File: config.mk
export PLATFORM = sky130hd
export DESIGN_NAME = scu_top
export DESIGN_NICKNAME = d
export VERILOG_FILES = /design/src/scu_pkg.sv /design/src/scu_top.sv
export VERILOG_INCLUDE_DIRS = /design/src
export SDC_FILE = /design/constraint.sdc
export NUM_CORES = 1
export LEC_CHECK = 0
export ABC_AREA = 0
export BUFFER_PORTS_ARGS = -buffer_cell sky130_fd_sc_hd__buf_2
export CAP_MARGIN = 15
export CORE_MARGIN = 4
export CORE_UTILIZATION = 25
export CTS_BUF_LIST = sky130_fd_sc_hd__clkbuf_4
export CTS_CLUSTER_SIZE = 25
export DETAILED_ROUTE_END_ITERATION = 8
export SYNTH_ARGS = -nofsm -noshare
export SYNTH_HDL_FRONTEND = slang
export SYNTH_SLANG_ARGS = --single-unit
File: constraint.sdc
create_clock -name clk_i -period 1.9 [get_ports clk_i]
set_input_delay 0.095 -clock clk_i [delete_from_list [all_inputs] [get_ports clk_i]]
set_output_delay 0.095 -clock clk_i [all_outputs]
set_load 0.05 [all_outputs]
File: src/scu_defs.svh
// Purpose: Offsets, field positions and reset values of the system
//          configuration unit.
// Assumes: Byte addresses on a 32-bit classic Wishbone bus.
// Notes:   Definitions only.
`ifndef SCU_DEFS_SVH
`define SCU_DEFS_SVH

`define SCU_ADR_W 8
`define SCU_OFS_REMAP_FILTER 8'h00
`define SCU_OFS_BREAK_ROUTE 8'h18

`define SCU_MEM_MODE_LSB 0
`define SCU_MEM_MODE_MSB 1
`define SCU_FILT_LSB 18
`define SCU_FILT_MSB 30
`define SCU_FILT_N 13

`define SCU_CORE_LOCKUP_BREAK_LOCK_BIT 0
`define SCU_VOLTAGE_DETECTOR_BREAK_LOCK_BIT 2
`define SCU_C1_ADV_BIT 3
`define SCU_C2_ADV_BIT 4
`define SCU_C1_GEN1_BIT 5
`define SCU_C2_GEN1_BIT 6
`define SCU_C1_GEN2_BIT 7
`define SCU_C2_GEN2_BIT 8
`define SCU_ETR_LSB 9
`define SCU_ETR_MSB 10

`define SCU_REMAP_FILTER_RST 32'h0000_0000
`define SCU_BREAK_ROUTE_RST 32'h0000_0000
`define SCU_ROUTE_RW_MASK 32'h0000_07f8
`define SCU_ROUTE_SET_MASK 32'h0000_0005
`define SCU_ZERO_WORD 32'h0000_0000

`endif

File: src/scu_pkg.sv
// Purpose: Types shared by the system configuration unit.
// Assumes: Constants come from scu_defs.svh.
// Notes:   Types only.
package scu_pkg;

   // Memory seen at address zero
   typedef enum logic [1:0]
   {
      SCU_MAP_MAIN_FLASH = 2'h0,
      SCU_MAP_SYS_FLASH = 2'h1,
      SCU_MAP_SRAM = 2'h2
   } scu_map_t;

   // Advanced timer external trigger source
   typedef enum logic [1:0]
   {
      SCU_ETR_PIN = 2'h0,
      SCU_ETR_COMP_ONE = 2'h1,
      SCU_ETR_COMP_TWO = 2'h2,
      SCU_ETR_ADC = 2'h3
   } scu_etr_t;

   // Boot-strap capture sequence
   typedef enum logic
   {
      SCU_ST_LOAD_BOOT,
      SCU_ST_RUN
   } scu_state_t;

endpackage

File: src/scu_top.sv
// Purpose: System configuration unit: memory remap at address zero,
//          bus pin analog filters, advanced timer trigger source and
//          timer break routing with sticky locks.
// Assumes: Classic Wishbone slave, 32-bit data, byte addresses.
// Notes:   Break and trigger outputs except the trigger source select are registered, one cycle late.
`include "scu_defs.svh"
`timescale 1ns/1ns
`default_nettype none

module scu_top
(
   input wire logic clk_i,
   input wire logic rst_i,
   input wire logic wb_cyc_i,
   input wire logic wb_stb_i,
   input wire logic wb_we_i,
   input wire logic [`SCU_ADR_W-1:0] wb_adr_i,
   input wire logic [3:0] wb_sel_i,
   input wire logic [31:0] wb_dat_i,
   output logic [31:0] wb_dat_o,
   output logic wb_ack_o,
   input wire logic [1:0] boot_mode_i,
   input wire logic ext_trigger_pin_i,
   input wire logic comparator_one_i,
   input wire logic comparator_two_i,
   input wire logic adc_trigger_i,
   input wire logic voltage_detector_irq_i,
   input wire logic core_lockup_i,
   output scu_pkg::scu_map_t mem_map_o,
   output logic [`SCU_FILT_N-1:0] bus_pin_analog_filter_enable_o,
   output scu_pkg::scu_etr_t advanced_timer_trigger_source_o,
   output logic advanced_timer_etr_o,
   output logic advanced_timer_break_o,
   output logic first_general_timer_break_o,
   output logic second_general_timer_break_o,
   output logic voltage_detector_enable_ro_o
);
   import scu_pkg::*;

   logic ack_ff;
   logic nxt_ack;
   logic [31:0] rdat_ff;
   logic [31:0] nxt_rdat;
   logic [31:0] remap_ff;
   logic [31:0] nxt_remap;
   logic [31:0] route_ff;
   logic [31:0] nxt_route;
   scu_state_t state_ff;
   scu_state_t nxt_state;
   scu_map_t map_ff;
   scu_map_t nxt_map;
   scu_etr_t etr_sel;
   logic etr_ff;
   logic nxt_etr;
   logic adv_brk_ff;
   logic nxt_adv_brk;
   logic gen1_brk_ff;
   logic nxt_gen1_brk;
   logic gen2_brk_ff;
   logic nxt_gen2_brk;
   logic req;
   logic wr_take;
   logic hit_remap;
   logic hit_route;
   logic [31:0] lane_mask;
   logic [1:0] mem_mode;
   logic common_brk;

   // Byte lanes that a write may touch
   function automatic logic [31:0] lanes(input logic [3:0] sel);
      lanes = {{8{sel[3]}}, {8{sel[2]}}, {8{sel[1]}}, {8{sel[0]}}};
   endfunction

   // Decode of the two-bit map select onto the region at address zero
   function automatic scu_map_t map_decode(input logic [1:0] mode);
      if (!mode[0])
      begin
         map_decode = SCU_MAP_MAIN_FLASH;
      end
      else if (!mode[1])
      begin
         map_decode = SCU_MAP_SYS_FLASH;
      end
      else
      begin
         map_decode = SCU_MAP_SRAM;
      end
   endfunction

   assign req = wb_cyc_i & wb_stb_i;
   assign hit_remap = (wb_adr_i == `SCU_OFS_REMAP_FILTER);
   assign hit_route = (wb_adr_i == `SCU_OFS_BREAK_ROUTE);
   // Write lands on the edge where the master samples ack
   assign wr_take = req & wb_we_i & ack_ff;
   assign lane_mask = lanes(wb_sel_i);
   assign mem_mode = remap_ff[`SCU_MEM_MODE_MSB:`SCU_MEM_MODE_LSB];

   // Bus answer: ack one cycle after the request, read data with it
   always_comb
   begin
      nxt_ack = req & ~ack_ff;
      nxt_rdat = rdat_ff;
      if (req & ~ack_ff)
      begin
         if (hit_remap)
         begin
            nxt_rdat = remap_ff;
         end
         else if (hit_route)
         begin
            nxt_rdat = route_ff;
         end
         else
         begin
            // Unmapped offsets read as zero and ignore writes
            nxt_rdat = `SCU_ZERO_WORD;
         end
      end
   end

   always_ff @(posedge clk_i)
   begin
      if (rst_i)
      begin
         ack_ff <= 1'b0;
         rdat_ff <= `SCU_ZERO_WORD;
      end
      else
      begin
         ack_ff <= nxt_ack;
         rdat_ff <= nxt_rdat;
      end
   end

   // Register one: map select, pin filters, plain storage elsewhere
   always_comb
   begin
      nxt_state = state_ff;
      nxt_remap = remap_ff;
      case (state_ff)
         SCU_ST_LOAD_BOOT:
         begin
            // First edge after reset release catches the boot straps
            nxt_remap[`SCU_MEM_MODE_MSB:`SCU_MEM_MODE_LSB] = boot_mode_i;
            nxt_state = SCU_ST_RUN;
         end
         SCU_ST_RUN:
         begin
            if (wr_take & hit_remap)
            begin
               // Software value wins until the next reset
               nxt_remap = (remap_ff & ~lane_mask) |
                           (wb_dat_i & lane_mask);
            end
         end
         default:
         begin
            nxt_state = SCU_ST_RUN;
         end
      endcase
   end

   always_ff @(posedge clk_i)
   begin
      if (rst_i)
      begin
         state_ff <= SCU_ST_LOAD_BOOT;
         remap_ff <= `SCU_REMAP_FILTER_RST;
      end
      else
      begin
         state_ff <= nxt_state;
         remap_ff <= nxt_remap;
      end
   end

   // Register two: routing fields read/write, locks set-only
   always_comb
   begin
      nxt_route = route_ff;
      if (wr_take & hit_route)
      begin
         nxt_route = (route_ff & ~(`SCU_ROUTE_RW_MASK & lane_mask)) |
                     (wb_dat_i & `SCU_ROUTE_RW_MASK & lane_mask);
         // Lock bits only ever set; writing zero has no effect
         nxt_route = nxt_route |
                     (wb_dat_i & `SCU_ROUTE_SET_MASK & lane_mask);
      end
   end

   always_ff @(posedge clk_i)
   begin
      if (rst_i)
      begin
         route_ff <= `SCU_BREAK_ROUTE_RST;
      end
      else
      begin
         route_ff <= nxt_route;
      end
   end

   // Map decode and trigger/break routing
   // Every output below except the trigger source select is flopped, so a source edge or a register write
   // reaches the timers one cycle later; the routing bits are read from
   // the stored register, not from the bus, so a write in flight never
   // glitches a break line.
   assign etr_sel = scu_etr_t'(route_ff[`SCU_ETR_MSB:`SCU_ETR_LSB]);
   assign common_brk =
      (route_ff[`SCU_VOLTAGE_DETECTOR_BREAK_LOCK_BIT] & voltage_detector_irq_i) |
      (route_ff[`SCU_CORE_LOCKUP_BREAK_LOCK_BIT] & core_lockup_i);

   always_comb
   begin
      nxt_map = map_decode(mem_mode);
      case (etr_sel)
         SCU_ETR_PIN:
         begin
            nxt_etr = ext_trigger_pin_i;
         end
         SCU_ETR_COMP_ONE:
         begin
            nxt_etr = comparator_one_i;
         end
         SCU_ETR_COMP_TWO:
         begin
            nxt_etr = comparator_two_i;
         end
         SCU_ETR_ADC:
         begin
            nxt_etr = adc_trigger_i;
         end
         default:
         begin
            nxt_etr = ext_trigger_pin_i;
         end
      endcase
      nxt_adv_brk =
         (route_ff[`SCU_C2_ADV_BIT] & comparator_two_i) |
         (route_ff[`SCU_C1_ADV_BIT] & comparator_one_i) |
         common_brk;
      nxt_gen1_brk =
         (route_ff[`SCU_C2_GEN1_BIT] & comparator_two_i) |
         (route_ff[`SCU_C1_GEN1_BIT] & comparator_one_i) |
         common_brk;
      nxt_gen2_brk =
         (route_ff[`SCU_C2_GEN2_BIT] & comparator_two_i) |
         (route_ff[`SCU_C1_GEN2_BIT] & comparator_one_i) |
         common_brk;
   end

   always_ff @(posedge clk_i)
   begin
      if (rst_i)
      begin
         map_ff <= SCU_MAP_MAIN_FLASH;
         etr_ff <= 1'b0;
         adv_brk_ff <= 1'b0;
         gen1_brk_ff <= 1'b0;
         gen2_brk_ff <= 1'b0;
      end
      else
      begin
         map_ff <= nxt_map;
         etr_ff <= nxt_etr;
         adv_brk_ff <= nxt_adv_brk;
         gen1_brk_ff <= nxt_gen1_brk;
         gen2_brk_ff <= nxt_gen2_brk;
      end
   end

   assign wb_ack_o = ack_ff;
   assign wb_dat_o = rdat_ff;
   assign mem_map_o = map_ff;
   assign bus_pin_analog_filter_enable_o =
      remap_ff[`SCU_FILT_MSB:`SCU_FILT_LSB];
   assign advanced_timer_trigger_source_o = etr_sel;
   assign advanced_timer_etr_o = etr_ff;
   assign advanced_timer_break_o = adv_brk_ff;
   assign first_general_timer_break_o = gen1_brk_ff;
   assign second_general_timer_break_o = gen2_brk_ff;
   // Power control block must refuse detector enable writes while high
   assign voltage_detector_enable_ro_o =
      route_ff[`SCU_VOLTAGE_DETECTOR_BREAK_LOCK_BIT];

endmodule

`default_nettype wire

# Word-level counts from Yosys, hierarchy flattened

Cells that the tools add are included.

Eq/ne operators: 5
Muxes and demuxes: 7
Bitwise operators: 34
Reduce and logical (&&, ||, !) cells: 4

Operators by type and width:

| cell                                                                    | count |
|---|---|
| 32-bit AND                                                              | 3 |
| 32-bit OR                                                               | 3 |
| 32-bit 2-to-1 mux                                                       | 2 |
| 11-bit by 32-bit AND with 32-bit output                                 | 1 |
| 3-bit by 32-bit AND with 32-bit output                                  | 1 |
| 11-bit NOT with 32-bit output                                           | 1 |
| 32-bit NOT                                                              | 1 |
| 1-bit AND                                                               | 14 |
| 8-bit by 5-bit == test with 1-bit output, second input constant         | 1 |
| 8-bit zero test                                                         | 1 |
| 1-bit OR                                                                | 7 |
| 2-bit == test, second input constant                                    | 2 |
| 2-bit 2-to-1 mux                                                        | 2 |
| 1-bit case mux with 4 select lines                                      | 1 |
| 2-bit case mux with 2 select lines                                      | 1 |
| 1-bit NOT                                                               | 3 |
| 2-bit by 1-bit == test with 1-bit output, second input constant         | 1 |
| 2-bit zero test                                                         | 1 |
| 2-bit by 1-bit inequality test with 1-bit output, second input constant | 1 |
| 2-bit AND reduction                                                     | 1 |
| 2-bit OR reduction                                                      | 1 |
| 1-bit 2-to-1 mux                                                        | 1 |

Flip-flop bits (word level): 104
Output and inout bits: 55
Logic and storage cells: 61

# Logic depth before layout (Yosys ltp)

Word-level depth: 6
Mapped depth: 6
Gate-level depth less buffers: 4

# Least setup slack after synthesis

OpenSTA, ideal clock, no wires.

Kind: flip-flop to flip-flop
Start point: register ack_ff, in the netlist wb_ack_o
End point: register with a tool-made name
Arrival time: 1.838 ns
Data required time: 1.772 ns
Slack: -0.066 ns
Stages on the path, launching flop included: 6
Path buffers: 1
Clock period less this slack: 1.966 ns
Cells stage by stage: dfxtp_1 > nand4_1 > or4_1 > buf_2 > mux2i_1 > nor2_1

RTL lines:

| what                     | RTL line       | source |
|---|---|---|
| start: declaration       | scu_top.sv:40  | `logic ack_ff;` |
| start signal: assignment | scu_top.sv:130 | `ack_ff <= nxt_ack;` |

# Worst setup path in the final report

Start point: register ack_ff, in the netlist wb_ack_o
End point: register rdat_ff[8], in the netlist wb_dat_o[8]

Cells in the longest elaborated chain, start to end: 2

RTL lines:

| what                   | RTL line       | source |
|---|---|---|
| 1-bit NOT              | scu_top.sv:103 | `if (req & ~ack_ff)` |
| 1-bit AND              | scu_top.sv:103 |  |
| end signal: assignment | scu_top.sv:126 | `` rdat_ff <= `SCU_ZERO_WORD; `` |
| end signal: assignment | scu_top.sv:131 | `rdat_ff <= nxt_rdat;` |
| end: declaration       | scu_top.sv:42  | `logic [31:0] rdat_ff;` |

No other way between the ends.
A chain may end at the register's enable or synchronous reset.

==> results.toml <==
[place]
port_buffers = 111
finalWeightedCongestion = 0.805
dp_slack_ns = 0.0550
hpwl_mm = 6.42
placed_cell_area_um2 = 3870

[setup_path]
crit_fanout = 24
critPathCaptureType = "flip-flop"
cp-start-kind = "flip-flop"
reg2regPathDepth = 6
arrival_ns = 1.99
crit_required_ns = 2.22
critPathKind = "reg -> reg"

[timing]
rsz0062_at_grt = "false"
fin_crit_ns = 1.67
setup_viol = 0
relSlewSlack_pct = 67.7
worst-slew-pin-transition_ns = 0.484
max_freq_mhz = 598
timing.final.crit_share_pct = 88.0
finalClockSkew_ns = 0.0102
finalWorstSetupSlack_ns = 0.229
hold_viol = 0
fin_tns_setup_ns = 0
drv_slew = 0

[global_route]
grt_pass1_vias = 2938
antenna_found_initial = 0
grt_pass1_wl_mm = 14.7
overflow = 0
grt_max_degree = 44
grt_usage_pct = 12.9

[synth]
synth.distinct_cells = 33
yosysSeqAreaShare_pct = 52.0
syn-num-nets = 374
synth_top_cell_area_share_pct = 52.0
ys_top_cells_by_area = "dfxtp_1, mux2i_1, nor2_1"
syn_inst = 317
synth_top_family_by_area = "compound AO/OA/AOI/OAI gates"
synthMuxAreaShare_pct = 10.6
synth_area_leader_cell = "dfxtp_1"
synth_warnings = 0
synth_edf_count = 0
synth-seq-cells = 82
synth-simple-area-share_pct = 15.1
async_flop_share_pct = 0
synthFlopType = "dfxtp_1"
netlist_area_um2 = 3150
synth_compound_area_share_pct = 15.5
avgSynthCellArea_um2 = 9.95
synth_xor_area_share_pct = 0
synthAdderAreaFrac_pct = 0

[drt]
drtIter0Drc = 153
wl_mm = 9.20
via_per_inst = 4.55
ant_nets = 0
dr.pass1.iters = 5
drc_errors = 0
routedWlPerCell_um = 14.6
via_count = 2866

[power]
total_power_mw = 3.09
p_per_area_nw_per_um2 = 699
leakage_nw = 2.02
peakVddDrop_v = 0.000409

[clock_network]
clk_pin_slew_ns = 0.13
cts_tree = "built"
root_buffer = "clkbuf_4"
cts_buffer_depth = 2
cts_sinks = 82
cts_made_buffers = 9
insertion_delay_ns = 0.42
h-tree-depth = 3

[cells_and_area]
final_area_um2 = 4420
areaGrowthSynthToFinish_pct = 40.1
final_cell_mix = "buf_2, dfxtp_1, nor2_1"
n_antenna_cell = 0
final_layout_size_suffix_gt1_share_pct = 32.3
multi_input_area_um2 = 1300
n_fill_cell = 1210
layout_commonest_cell = "buf_2"
regArea_um2 = 1640
nets = 514

[worst_hold_path]
hold_depth = 4
min_path_type = "in -> reg"

[die]
start_util_pct = 25.9
die_h_um = 120
rows = 40
coreArea_um2 = 12200
die_x_um = 120
ioPinCount = 112
die-area_um2 = 14500

[flow_run]
drv_cap = 0

[run_status]
outcome = "finished clean"
[path summary, 6_finish.rpt]
| kind | startpoint | slack (ns) | to |
|---|---|---|---|
| hold reg to reg | flip-flop | 0.49 | flip-flop |
| setup / recovery | wb_ack_o$_SDFF_PP0_ | 0.23 | wb_dat_o[8]$_SDFFE_PP0P_ |
| hold / removal | boot_mode_i[1] | 0.09 | flip-flop |
| setup reg to reg | wb_ack_o$_SDFF_PP0_ | 0.23 | wb_dat_o[8]$_SDFFE_PP0P_ |
[what timing repair did]
item	in CTS	in global routing
endpoints found under the hold margin	46	0
hold buffers	39	0
setup endpoints to repair	0	0
resized for setup	0	0
setup buffers	0	0
[cell usage after synthesis, types with 2 or more instances]
library cell,count
nor2_1,58
inv_1,2
buf_1,4
mux2i_1,31
or4_1,3
a21oi_1,13
dfxtp_1,82
nor3_1,2
and3_1,3
a22o_1,10
o21ai_0,9
a22oi_1,26
a21o_1,10
nand3_1,9
nand2_1,3
nor4_4,2
and4_1,3
buf_6,2
clkbuf_1,14
and2_1,2
buf_4,15
nand4_1,3
[through the flow]
| step | util, % | std cells | hold WS, ns |
|---|---|---|---|
| floorplan | - | 317 | 0.219 |
| global placement | 31.8 | 575 | 0.320 |
| detailed placement | 31.8 | 575 | 0.320 |
| CTS | 36.3 | 630 | 0.0371 |
| global route | 36.3 | 630 | 0.0388 |
| finish | 36.3 | 630 | 0.0907 |
[area by class of cell]
type | instances | area share [%]
Multi-Input combinational cell | 197 | 29.5
Clock buffer | 9 | 1.53
Timing Repair Buffer | 165 | 24.8
Clock inverter | 7 | 2.10
Tap cell | 168 | 4.76
Sequential cell | 82 | 37.2
Inverter | 2 | 0.170
[logic make-up (layout without fill, tap and decap cells)]
logic type,count (synthesis),count (layout)
muxes,32,32
DFF,82,82
AOI/OAI and AO/OA,71,71
and+or+nand+nor,94,94
buffers and inverters,38,183
[routing by layer]
| metal | global-route usage (%) | share of wire, % |
|---|---|---|
| met3 | 4.58 | 6.2 |
| met2 | 21.7 | 48 |
| met5 | 0 | 0 |
| met4 | 5.10 | 2.2 |
| met1 | 15.0 | 44 |
[report_power, final]
group | total [mW] | switching [mW] | internal [mW]
logic | 0.222 | 0.108 | 0.114
clock network | 1.13 | 0.598 | 0.534
registers | 1.73 | 0.00722 | 1.73
[worst max-delay path: stages, from the launching register on]
cell	delay, ns
dfxtp_2	0.37
nand3b_1	0.19
buf_4	0.32
nor2_1	0.10
and4_1	0.22
buf_4	0.18
a21o_1	0.19
Power figures use the tool's default switching activity.
